**config.mk**
```make
export PLATFORM = sky130hd
export DESIGN_NAME = pmrc_ctrl
export DESIGN_NICKNAME = d
export VERILOG_FILES = /design/src/pmrc_pkg.sv /design/src/pmrc_ctrl.sv
export VERILOG_INCLUDE_DIRS = /design/src
export SDC_FILE = /design/constraint.sdc
export NUM_CORES = 1
export LEC_CHECK = 0
export BUFFER_PORTS_ARGS = -buffer_cell sky130_fd_sc_hd__buf_4
export CORE_MARGIN = 2
export CORE_UTILIZATION = 60
export CTS_CLUSTER_SIZE = 25
export DETAILED_ROUTE_END_ITERATION = 12
export MAX_ROUTING_LAYER = met4
export PLACE_DENSITY = 0.83
export SLEW_MARGIN = 10
export SYNTH_ARGS = -nofsm -noshare
export SYNTH_HDL_FRONTEND = slang
export SYNTH_SLANG_ARGS = --single-unit
```
**constraint.sdc**
```tcl
create_clock -name clk -period 25.4 [get_ports clk]
set_input_delay 7.62 -clock clk [delete_from_list [all_inputs] [get_ports clk]]
set_output_delay 7.62 -clock clk [all_outputs]
set_load 0.05 [all_outputs]
```
**src/pmrc_cfg.svh**
```systemverilog
// Purpose: Constants for the mode and reset supervisor.
// Assumes: 40 MHz clock, 25 ns period.
// Notes: Registers sit on APB at word-aligned byte offsets.
`ifndef PMRC_CFG_SVH
`define PMRC_CFG_SVH
`define PMRC_CLK_HZ 40000000
`define PMRC_OFS_CTRL 12'h000
`define PMRC_OFS_CMD 12'h004
`define PMRC_OFS_STAT 12'h008
`define PMRC_OFS_BKPT 12'h00c
`define PMRC_OFS_CYCLIM 12'h010
`define PMRC_OFS_CARD 12'h014
`define PMRC_OFS_FWVER 12'h018
`define PMRC_OFS_ANALOG 12'h01c
`define PMRC_OFS_MPA 12'h020
`define PMRC_MAX_BKPT 2'h3
`define PMRC_STEP_BKPT_MAX 2'h2
`define PMRC_WDOG_MS 100
`define PMRC_CYC_MIN_MS 1
`define PMRC_HOLD_WIPE_S 3
`define PMRC_TAP_MAX_S 3
`define PMRC_MPA_DEFAULT 8'h02
`define PMRC_FW_PREFIX 16'h7078
`define PMRC_CYC_MS_CYCLES (`PMRC_CLK_HZ / 1000)
`define PMRC_BLINK_CYCLES 10000000
`define PMRC_ERASE_CYCLES 64
`define PMRC_CMD_STEP 0
`define PMRC_CMD_RESUME 1
`define PMRC_CMD_WIPE 2
`define PMRC_CMD_FACTORY 3
`define PMRC_CMD_FWUPD 4
`define PMRC_CMD_BKHIT 5
`define PMRC_CMD_CYCDONE 6
`define PMRC_CMD_WDKICK 7
`define PMRC_CMD_RELOADED 8
`define PMRC_CMD_STARTDONE 9
`endif

```
**src/pmrc_pkg.sv**
```systemverilog
// Purpose: Types for the mode and reset supervisor.
// Assumes: Nothing beyond the header.
// Notes: One-hot state codes.
package pmrc_pkg;
    typedef enum logic [8:0] {
        ST_STOP = 9'h001,
        ST_STARTUP = 9'h002,
        ST_RUN = 9'h004,
        ST_HOLD = 9'h008,
        ST_ARM = 9'h010,
        ST_WAITTAP = 9'h020,
        ST_ERASE = 9'h040,
        ST_RELOAD = 9'h080,
        ST_FWUPD = 9'h100
    } pmrc_state_t;
    typedef enum logic [1:0] {
        SW_STOP = 2'h0,
        SW_RUN = 2'h1,
        SW_WIPE = 2'h2
    } pmrc_switch_t;
    typedef struct packed {
        logic runLed;
        logic stopLed;
        logic cardLed;
        logic fwLed;
    } pmrc_leds_t;
    typedef struct packed {
        logic clearInputImage;
        logic readInputImage;
        logic runStartup;
        logic runMain;
        logic writeOutputImage;
        logic clearOutputImage;
        logic eraseUser;
        logic freezeTimers;
    } pmrc_seq_t;
endpackage

```
**src/pmrc_ctrl.sv**
```systemverilog
// Purpose: Operating mode and reset supervisor of a controller CPU.
// Assumes: Program engine, memories and I/O report over the strobes here.
// Notes: Software drives the block over APB; zero-wait slave.
// Summary of operation
// - Breakpoint hit in RUN enters HOLD, regs shown
// - HOLD: run LED blinks, stop LED steady
// - HOLD halts all levels, timers frozen, clock runs
// - HOLD asserts output inhibit, links stay up
// - HOLD advances one statement or to breakpoint
// - Single step refused above two breakpoints
// - At most three breakpoints defined
// - 100 ms watchdog forces defined STOP
// - Cycle limit, at least 1 ms, forces STOP
// - RUN to STOP asserts output inhibit
// - Analog mode register picks safe or substitute values, safe at reset
// - Startup: clear inputs, startup, clear outputs, release
// - Startup reads remote inputs once
// - RUN cycles read inputs, main, write outputs
// - Overall reset erases user memory, not card
// - Hold switch at reset three seconds, LED steady
// - Tap within three seconds, blink then steady
// - Station reset in STOP blinks then steady
// - Reload project file with card LED lit
// - Factory reset clears RAM, address back to 2
// - Power-on STOP flags differing firmware package
// - Packages named px plus six digits
// - Firmware install performs overall reset
`include "pmrc_cfg.svh"
`timescale 1ns/1ps
`default_nettype none
module pmrc_ctrl #(
    parameter int unsigned WDOG_CYCLES = `PMRC_WDOG_MS * (`PMRC_CLK_HZ / 1000),
    parameter int unsigned WIPE_CYCLES = `PMRC_HOLD_WIPE_S * `PMRC_CLK_HZ,
    parameter int unsigned TAP_CYCLES = `PMRC_TAP_MAX_S * `PMRC_CLK_HZ,
    parameter int unsigned BLINK_CYCLES = `PMRC_BLINK_CYCLES
) (
    input wire logic clk,
    input wire logic rstn,
    input wire logic psel,
    input wire logic penable,
    input wire logic pwrite,
    input wire logic [11:0] paddr,
    input wire logic [31:0] pwdata,
    output logic [31:0] prdata,
    output logic pready,
    output logic pslverr,
    input wire logic [1:0] modeSwitch,
    output pmrc_pkg::pmrc_leds_t leds,
    output logic outputInhibit,
    output pmrc_pkg::pmrc_seq_t seq,
    output logic [1:0] analogMode,
    output logic [7:0] multipointInterfaceAddress
);
    // Switch comes from a pin: two flops before use.
    logic [1:0] swMeta_reg;
    logic [1:0] swSync_reg;
    pmrc_pkg::pmrc_state_t state_reg, state_next;
    logic [31:0] cnt_reg;
    logic [31:0] wdog_reg;
    logic [31:0] cyc_reg;
    logic [31:0] blink_reg;
    logic blinkPhase_reg;
    logic [1:0] bkptCount_reg;
    logic [15:0] cycLimitMs_reg;
    logic [1:0] analog_reg;
    logic [7:0] mpa_reg;
    logic cardReload_reg;
    logic [15:0] cardPrefix_reg;
    logic [23:0] cardNum_reg;
    logic [23:0] fwInstalled_reg;
    logic fwAvail_reg;
    logic powerOn_reg;
    logic factory_reg;
    logic stepPending_reg;
    logic stepRefused_reg;
    logic wdogTrip_reg;
    logic cycTrip_reg;
    logic [31:0] prdata_reg;
    logic [2:0] phase_reg;

    wire logic wrEn = psel & penable & pwrite;
    wire logic rdEn = psel & penable & ~pwrite;
    wire logic wrCmd = wrEn && paddr == `PMRC_OFS_CMD;
    wire logic cmdStep = wrCmd & pwdata[`PMRC_CMD_STEP];
    wire logic cmdResume = wrCmd & pwdata[`PMRC_CMD_RESUME];
    wire logic cmdWipe = wrCmd & pwdata[`PMRC_CMD_WIPE];
    wire logic cmdFactory = wrCmd & pwdata[`PMRC_CMD_FACTORY];
    wire logic cmdFw = wrCmd & pwdata[`PMRC_CMD_FWUPD];
    wire logic evBkHit = wrCmd & pwdata[`PMRC_CMD_BKHIT];
    wire logic evCycDone = wrCmd & pwdata[`PMRC_CMD_CYCDONE];
    wire logic evKick = wrCmd & pwdata[`PMRC_CMD_WDKICK];
    wire logic evReloaded = wrCmd & pwdata[`PMRC_CMD_RELOADED];
    wire logic evStartDone = wrCmd & pwdata[`PMRC_CMD_STARTDONE];
    wire logic swWipe = swSync_reg == pmrc_pkg::SW_WIPE;
    wire logic swRun = swSync_reg == pmrc_pkg::SW_RUN;
    wire logic [31:0] cycLimit = 32'(cycLimitMs_reg) * `PMRC_CYC_MS_CYCLES;
    wire logic wdogExpire = wdog_reg >= WDOG_CYCLES - 1;
    wire logic cycExpire = cyc_reg >= cycLimit - 32'h1;
    // Refused steps leave HOLD untouched and set a sticky status bit.
    wire logic stepOk = bkptCount_reg <= `PMRC_STEP_BKPT_MAX;
    wire logic pkgNamed = cardPrefix_reg == `PMRC_FW_PREFIX;
    wire logic inRun = state_reg == pmrc_pkg::ST_RUN;
    wire logic inHold = state_reg == pmrc_pkg::ST_HOLD;
    wire logic inStop = state_reg == pmrc_pkg::ST_STOP;
    wire logic eraseDone = cnt_reg == `PMRC_ERASE_CYCLES - 1;

    always_ff @(posedge clk or negedge rstn)
    begin
        if (!rstn)
        begin
            swMeta_reg <= 2'h0;
            swSync_reg <= 2'h0;
        end
        else
        begin
            swMeta_reg <= modeSwitch;
            swSync_reg <= swMeta_reg;
        end
    end

    always_comb
    begin
        state_next = state_reg;
        case (state_reg)
            pmrc_pkg::ST_STOP:
            begin
                if (cmdFw && fwAvail_reg)
                    state_next = pmrc_pkg::ST_FWUPD;
                else if (cmdWipe || cmdFactory)
                    state_next = pmrc_pkg::ST_ERASE;
                else if (swWipe && cnt_reg >= WIPE_CYCLES - 1)
                    state_next = pmrc_pkg::ST_ARM;
                else if (swRun && !wdogTrip_reg && !cycTrip_reg)
                    state_next = pmrc_pkg::ST_STARTUP;
            end
            pmrc_pkg::ST_STARTUP:
            begin
                if (!swRun)
                    state_next = pmrc_pkg::ST_STOP;
                else if (evStartDone && phase_reg == 3'h2)
                    state_next = pmrc_pkg::ST_RUN;
            end
            pmrc_pkg::ST_RUN:
            begin
                if (!swRun || wdogExpire || cycExpire)
                    state_next = pmrc_pkg::ST_STOP;
                else if ((evBkHit && bkptCount_reg != 2'h0) ||
                    stepPending_reg)
                    state_next = pmrc_pkg::ST_HOLD;
            end
            pmrc_pkg::ST_HOLD:
            begin
                if (!swRun)
                    state_next = pmrc_pkg::ST_STOP;
                else if ((cmdStep && stepOk) || cmdResume)
                    state_next = pmrc_pkg::ST_RUN;
            end
            pmrc_pkg::ST_ARM:
            begin
                if (!swWipe)
                    state_next = pmrc_pkg::ST_WAITTAP;
            end
            pmrc_pkg::ST_WAITTAP:
            begin
                if (swWipe)
                    state_next = pmrc_pkg::ST_ERASE;
                else if (cnt_reg >= TAP_CYCLES - 1)
                    state_next = pmrc_pkg::ST_STOP;
            end
            pmrc_pkg::ST_ERASE:
            begin
                if (eraseDone)
                    state_next = cardReload_reg ? pmrc_pkg::ST_RELOAD
                                                : pmrc_pkg::ST_STOP;
            end
            pmrc_pkg::ST_RELOAD:
            begin
                if (evReloaded)
                    state_next = pmrc_pkg::ST_STOP;
            end
            pmrc_pkg::ST_FWUPD:
            begin
                if (eraseDone)
                    state_next = pmrc_pkg::ST_ERASE;
            end
            default:
                state_next = pmrc_pkg::ST_STOP;
        endcase
    end

    always_ff @(posedge clk or negedge rstn)
    begin
        if (!rstn)
        begin
            state_reg <= pmrc_pkg::ST_STOP;
            cnt_reg <= 32'h0;
            phase_reg <= 3'h0;
        end
        else
        begin
            state_reg <= state_next;
            if (state_next != state_reg)
                cnt_reg <= 32'h0;
            else if ((inStop && !swWipe) || (inRun))
                cnt_reg <= 32'h0;
            else
                cnt_reg <= cnt_reg + 32'h1;
            // Startup phases: clear inputs, read inputs, startup, then main loop.
            if (state_reg != pmrc_pkg::ST_STARTUP)
                phase_reg <= 3'h0;
            else if (phase_reg < 3'h2)
                phase_reg <= phase_reg + 3'h1;
        end
    end

    // Watchdog and cycle monitor restart on each kick or finished cycle.
    always_ff @(posedge clk or negedge rstn)
    begin
        if (!rstn)
        begin
            wdog_reg <= 32'h0;
            cyc_reg <= 32'h0;
        end
        else
        begin
            wdog_reg <= (!inRun || evKick) ? 32'h0 : wdog_reg + 32'h1;
            cyc_reg <= (!inRun || evCycDone) ? 32'h0 : cyc_reg + 32'h1;
        end
    end

    // Software register writes; status events set wins over clear.
    always_ff @(posedge clk or negedge rstn)
    begin
        if (!rstn)
        begin
            bkptCount_reg <= 2'h0;
            cycLimitMs_reg <= 16'h0064;
            analog_reg <= 2'h0;
            mpa_reg <= `PMRC_MPA_DEFAULT;
            stepPending_reg <= 1'b0;
            cardReload_reg <= 1'b0;
            cardPrefix_reg <= 16'h0;
            cardNum_reg <= 24'h0;
            fwInstalled_reg <= 24'h0;
            stepRefused_reg <= 1'b0;
            wdogTrip_reg <= 1'b0;
            cycTrip_reg <= 1'b0;
            factory_reg <= 1'b0;
        end
        else
        begin
            if (wrEn && paddr == `PMRC_OFS_BKPT)
                bkptCount_reg <= (pwdata > 32'(`PMRC_MAX_BKPT))
                    ? `PMRC_MAX_BKPT : pwdata[1:0];
            if (wrEn && paddr == `PMRC_OFS_CYCLIM)
                cycLimitMs_reg <= (pwdata[15:0] < 16'h0001)
                    ? 16'h0001 : pwdata[15:0];
            if (wrEn && paddr == `PMRC_OFS_ANALOG)
                analog_reg <= pwdata[1:0];
            if (wrEn && paddr == `PMRC_OFS_CARD)
            begin
                cardReload_reg <= pwdata[0];
                cardPrefix_reg <= pwdata[31:16];
            end
            if (wrEn && paddr == `PMRC_OFS_FWVER)
                cardNum_reg <= pwdata[23:0];
            if (cmdFactory && inStop)
                factory_reg <= 1'b1;
            else if (state_reg == pmrc_pkg::ST_ERASE && eraseDone)
                factory_reg <= 1'b0;
            if (factory_reg && eraseDone)
                mpa_reg <= `PMRC_MPA_DEFAULT;
            else if (wrEn && paddr == `PMRC_OFS_MPA)
                mpa_reg <= pwdata[7:0];
            if (state_reg == pmrc_pkg::ST_FWUPD && eraseDone)
                fwInstalled_reg <= cardNum_reg;
            stepPending_reg <= inHold && cmdStep && stepOk;
            if (inHold && cmdStep && !stepOk)
                stepRefused_reg <= 1'b1;
            else if (wrEn && paddr == `PMRC_OFS_STAT && pwdata[0])
                stepRefused_reg <= 1'b0;
            if (inRun && wdogExpire)
                wdogTrip_reg <= 1'b1;
            else if (wrEn && paddr == `PMRC_OFS_STAT && pwdata[1])
                wdogTrip_reg <= 1'b0;
            if (inRun && cycExpire)
                cycTrip_reg <= 1'b1;
            else if (wrEn && paddr == `PMRC_OFS_STAT && pwdata[2])
                cycTrip_reg <= 1'b0;
        end
    end

    // Package check is re-taken each cycle in STOP with the run switch off, from power-on until STOP is first left.
    always_ff @(posedge clk or negedge rstn)
    begin
        if (!rstn)
        begin
            powerOn_reg <= 1'b1;
            fwAvail_reg <= 1'b0;
        end
        else
        begin
            if (powerOn_reg && inStop && !swRun)
                fwAvail_reg <= pkgNamed &&
                    cardNum_reg != fwInstalled_reg;
            else if (state_reg == pmrc_pkg::ST_FWUPD)
                fwAvail_reg <= 1'b0;
            if (!inStop)
                powerOn_reg <= 1'b0;
        end
    end

    always_ff @(posedge clk or negedge rstn)
    begin
        if (!rstn)
        begin
            blink_reg <= 32'h0;
            blinkPhase_reg <= 1'b0;
        end
        else if (blink_reg >= BLINK_CYCLES - 1)
        begin
            blink_reg <= 32'h0;
            blinkPhase_reg <= ~blinkPhase_reg;
        end
        else
            blink_reg <= blink_reg + 32'h1;
    end

    // Output inhibit is high everywhere but RUN, so HOLD and STOP both drop
    // the outputs; communication links are not touched by this block.
    assign outputInhibit = !inRun;
    assign analogMode = analog_reg;
    assign multipointInterfaceAddress = mpa_reg;

    always_comb
    begin
        leds.runLed = inRun | (inHold & blinkPhase_reg);
        leds.stopLed = inHold | (inStop & ~swWipe) |
            (state_reg == pmrc_pkg::ST_ARM) |
            (state_reg == pmrc_pkg::ST_WAITTAP) |
            ((state_reg == pmrc_pkg::ST_ERASE) & blinkPhase_reg) |
            (inStop & swWipe & blinkPhase_reg);
        leds.cardLed = state_reg == pmrc_pkg::ST_RELOAD;
        leds.fwLed = fwAvail_reg & blinkPhase_reg;
    end

    always_comb
    begin
        seq = '0;
        seq.freezeTimers = inHold;
        seq.eraseUser = state_reg == pmrc_pkg::ST_ERASE;
        seq.clearInputImage = state_reg == pmrc_pkg::ST_STARTUP &&
            phase_reg == 3'h0;
        seq.readInputImage = (state_reg == pmrc_pkg::ST_STARTUP &&
            phase_reg == 3'h1) || (inRun && evCycDone);
        seq.runStartup = state_reg == pmrc_pkg::ST_STARTUP &&
            phase_reg == 3'h2;
        seq.runMain = inRun;
        seq.writeOutputImage = inRun && evCycDone;
        seq.clearOutputImage = state_reg == pmrc_pkg::ST_STARTUP &&
            state_next == pmrc_pkg::ST_RUN;
    end

    always_comb
    begin
        case (paddr)
            `PMRC_OFS_CTRL: prdata_reg = {23'h0, state_reg};
            `PMRC_OFS_STAT: prdata_reg = {27'h0, fwAvail_reg, inHold,
                cycTrip_reg, wdogTrip_reg, stepRefused_reg};
            `PMRC_OFS_BKPT: prdata_reg = {30'h0, bkptCount_reg};
            `PMRC_OFS_CYCLIM: prdata_reg = {16'h0, cycLimitMs_reg};
            `PMRC_OFS_ANALOG: prdata_reg = {30'h0, analog_reg};
            `PMRC_OFS_CARD: prdata_reg = {cardPrefix_reg, 15'h0,
                cardReload_reg};
            `PMRC_OFS_MPA: prdata_reg = {24'h0, mpa_reg};
            `PMRC_OFS_FWVER: prdata_reg = {8'h0, fwInstalled_reg};
            default: prdata_reg = 32'h0;
        endcase
    end

    assign prdata = rdEn ? prdata_reg : 32'h0;
    assign pready = 1'b1;
    assign pslverr = 1'b0;

    a_hold_inhibit: assert property (@(posedge clk) disable iff (!rstn)
        inHold |-> outputInhibit && seq.freezeTimers)
        else $error("Hold without inhibit or frozen timers.");
    a_step_refused: assert property (@(posedge clk) disable iff (!rstn)
        inHold && cmdStep && bkptCount_reg == 2'h3 && !cmdResume
        |=> inHold)
        else $error("Step accepted with three breakpoints.");
    a_bkpt_enter: assert property (@(posedge clk) disable iff (!rstn)
        inRun && swRun && evBkHit && bkptCount_reg != 2'h0 && !wdogExpire
        && !cycExpire |=> inHold)
        else $error("Breakpoint did not enter hold.");
    a_wdog_stop: assert property (@(posedge clk) disable iff (!rstn)
        inRun && wdog_reg == WDOG_CYCLES - 1 |=> inStop)
        else $error("Watchdog expiry did not stop.");
    a_bkpt_max: assert property (@(posedge clk) disable iff (!rstn)
        wrEn && paddr == `PMRC_OFS_BKPT && pwdata > 32'h00000003
        |=> bkptCount_reg == 2'h3)
        else $error("Breakpoint count above limit.");
    a_hold_leds: assert property (@(posedge clk) disable iff (!rstn)
        inHold |-> leds.stopLed && leds.runLed == blinkPhase_reg)
        else $error("Hold indicators wrong.");
    a_cyc_min: assert property (@(posedge clk) disable iff (!rstn)
        cycLimitMs_reg >= 16'h0001)
        else $error("Cycle limit below one millisecond.");
    a_run_inhibit: assert property (@(posedge clk) disable iff (!rstn)
        inRun ##1 !inRun |-> outputInhibit)
        else $error("Leaving run left outputs enabled.");
    a_factory_addr: assert property (@(posedge clk) disable iff (!rstn)
        factory_reg && eraseDone && state_reg == pmrc_pkg::ST_ERASE
        |=> mpa_reg == `PMRC_MPA_DEFAULT)
        else $error("Factory reset kept the address.");
endmodule
`default_nettype wire

```
==> flow_summary.ini <==
[worst_setup_path]
required_ns = 17.78
end_kind = output pin
max_stage_delay_ns = 0.77
worstPathCellList = buf_4 -> or4_4 -> or3_1 -> nor3b_1 -> and2_1 -> a222oi_1 -> a31oi_1 -> buf_4
crit_fanout = 16
cp-start-kind = primary input
cp.arrival_ns = 10.65
crit_cells = 8
slowest_stage = and2_1
worstSetupPathType = primary input to output pin
worst_path_most_repeated_cell = buf_4
reg2reg_depth = 28
critPathBufInv = 2
critPathTopFamily = simple AND/OR/NAND/NOR gates

[placement]
hpwl_um = 28780
io_buffer_count = 105
numPlacedInstances = 2066
gp_congestion = 0.9628

[grt]
antenna_found_initial = 0
grt_pass1_wl_um = 63290
track_usage = 0.2857
grt_pass1_vias = 12410
grt_max_degree = 104
overflow = 0

[timing]
period_share = 0.7194
slew_headroom = 0.2490
slew_viol_final = 0
setup_violations = 0
finClkSkew_ns = 0.01471
period_needed_ns = 18.27
grt_setup_unrepaired = false
setup_tns_ns = 0
fmax_mhz = 54.73
hold_violations = 0
worst_slew_pin_slew_ns = 1.118

[detailed_routing]
vias_per_cell = 5.949
ant_nets = 0
drt-total-wl_um = 38690
first_pass_iters = 6
wl_per_cell_um = 18.30
drc = 0
initialDrtViolationCount = 978
vias = 12580

[synth]
synth_adder_area_share = 0.1293
synthCells = 1663
synth_cell_types = 83
synth_top_family_by_area = simple AND/OR/NAND/NOR gates
postSynth.asyncResetShare = 1.000
synthTopCellsByArea = dfrtp_1 (38%), ha_1 (8.5%), nor2_1 (5.2%), xor2_1 (5.0%), xnor2_1 (4.8%)
ys_warn_count = 0
synth-simple-area-share = 0.2024
ys_seq_area_frac = 0.3867
yosys-mux-area-fraction = 0.05249
synth_top_area_share = 0.3767
synthFlopType = dfrtp_1
yosys.area.top_type = dfrtp_1
synthXorXnorAreaFrac = 0.09765
synth_edf_count = 0
syn_avg_cell_area_um2 = 9.546
syn_area_mm2 = 0.01588
synth_seq_cells = 245
synth_compound_area_frac = 0.08780

[pwr]
power-per-cell-area_mw_per_mm2 = 50.99
leakage_uw = 0.008245
irDropWorstVdd_v = 0.00006000

[clock_network]
cts_tree = done
clk_pin_slew_ns = 0.06
clk_latency_ns = 0.54
clk_path_buf_depth = 3
cts_resized = 0
h-tree-depth = 1
cts_made_buffers = 26
cts_root_buf = clkbuf_16
cts.sinks = 245
postCtsHoldBufs = 0
cts_setup_buffers = 0

[floorplan]
initial_utilization = 0.6109
row_count = 59
die_h_um = 166.7
core_area_mm2 = 0.02598
die_x_um = 166.7
die_area_mm2 = 0.02778
ios = 108

[layout]
multiInputGateArea_mm2 = 0.009080
fillers = 1979
fin_cells = 2114
fin_nets = 1953
drive_gt1_frac = 0.1445
regArea_mm2 = 0.006138
num_antenna_cells = 0
syn_to_final_growth_pct = 12.60

[outcome]
status = complete, no violations

[min_path]
holdPathStages = 0
hold_path.class = flip-flop to flip-flop

[run]
max_cap_viol_count = 0
==> worst paths after layout <==
path	slack [ns]	from	endpoint
max in group asynchronous	16.81	rstn	cnt_reg[7]
hold / removal	0.36	swMeta_reg[1]	swSync_reg[1]
min in group asynchronous	7.08	rstn	fwInstalled_reg[11]
setup reg to reg	16.99	cycLimitMs_reg[5]	cnt_reg[25]
hold reg to reg	0.36	swMeta_reg[1]	swSync_reg[1]
setup / recovery	7.13	paddr[11]	prdata[2]
==> area by class of cell <==
cell class                 instances  share of cell area
multi-input combinational       1254              0.5079
sequential                       245              0.3434
timing repair buffer             114             0.04830
clock buffer                      32             0.03990
inverter                         118             0.02478
tap                              335             0.02345
clock inverter                    16             0.01225
==> cell families after synthesis <==
kind of cell,after synthesis
flip-flops,245
other,2
XOR/XNOR,177
buffers and inverters,172
AND/OR/NAND/NOR,644
multiplexers,75
AO/OA/AOI/OAI,205
adder cells (fa/ha/maj),143
==> worst register-to-register path: cells and delay by family, from the launching register on <==
family	cells	cell delay (ns)
adders and majority gates	7	2.88
and+or+nand+nor	9	2.55
AOI/OAI and AO/OA	5	1.40
DFF	1	0.60
buffers and inverters	5	0.54
xor gates and xnor gates	2	0.37
==> per-stage QoR <==
stage	total power, uW	util	instance area, um2	hold slack (ns)	setup slack, ns
3_5_place_dp	510.8	0.6521	16940	0.3358	7.183
2_1_floorplan	475.1	-	15910	0.3312	7.248
3_3_place_gp	508.1	0.6521	16940	0.3344	7.288
6_report	911.4	0.6879	17880	0.3564	7.127
5_1_grt	946.6	0.6879	17880	0.3555	7.066
4_1_cts	916.2	0.6879	17880	0.3505	7.192
==> power breakdown <==
group	internal (uW)	total, uW	switching [uW]
Sequential	395	401	6.70
Combinational	37.3	103	65.8
Clock	242	407	165
Total	674	911	237
==> synth_stat cells, types with 26 or more instances <==
cell type and number:
nand2_1 119, ha_1 108, xor2_1 90, inv_1 118, and3_1 34, nor3_1 26
fa_1 35, nor2_1 219, nand4_1 43, xnor2_1 87, a21oi_1 39, nand3_1 59
dfrtp_1 239, clkbuf_1 36, o21ai_0 44, mux2_2 66
==> cells in the final DEF (no fill, tap or decap), drive strengths merged, types with 43 or more instances in the layout <==
master,synthesis,layout
buf,18,114
dfrtp,239,239
ha,108,108
inv,118,118
mux2,66,66
nand2,120,120
nand3,59,59
nand4,43,43
nor2,219,219
o21ai,52,52
xnor2,87,87
xor2,90,90
==> layer usage <==
metal | vias to the layer above | global-route usage | part of all wire
met5 | - | - | 0
met4 | 0 | 0.1053 | 0.040
met3 | 110 | 0.04705 | 0.068
met2 | 427 | 0.4578 | 0.48
met1 | 6121 | 0.3692 | 0.42
li1 | 5919 | - | -
No activity file was read; power rests on OpenSTA's default activity.
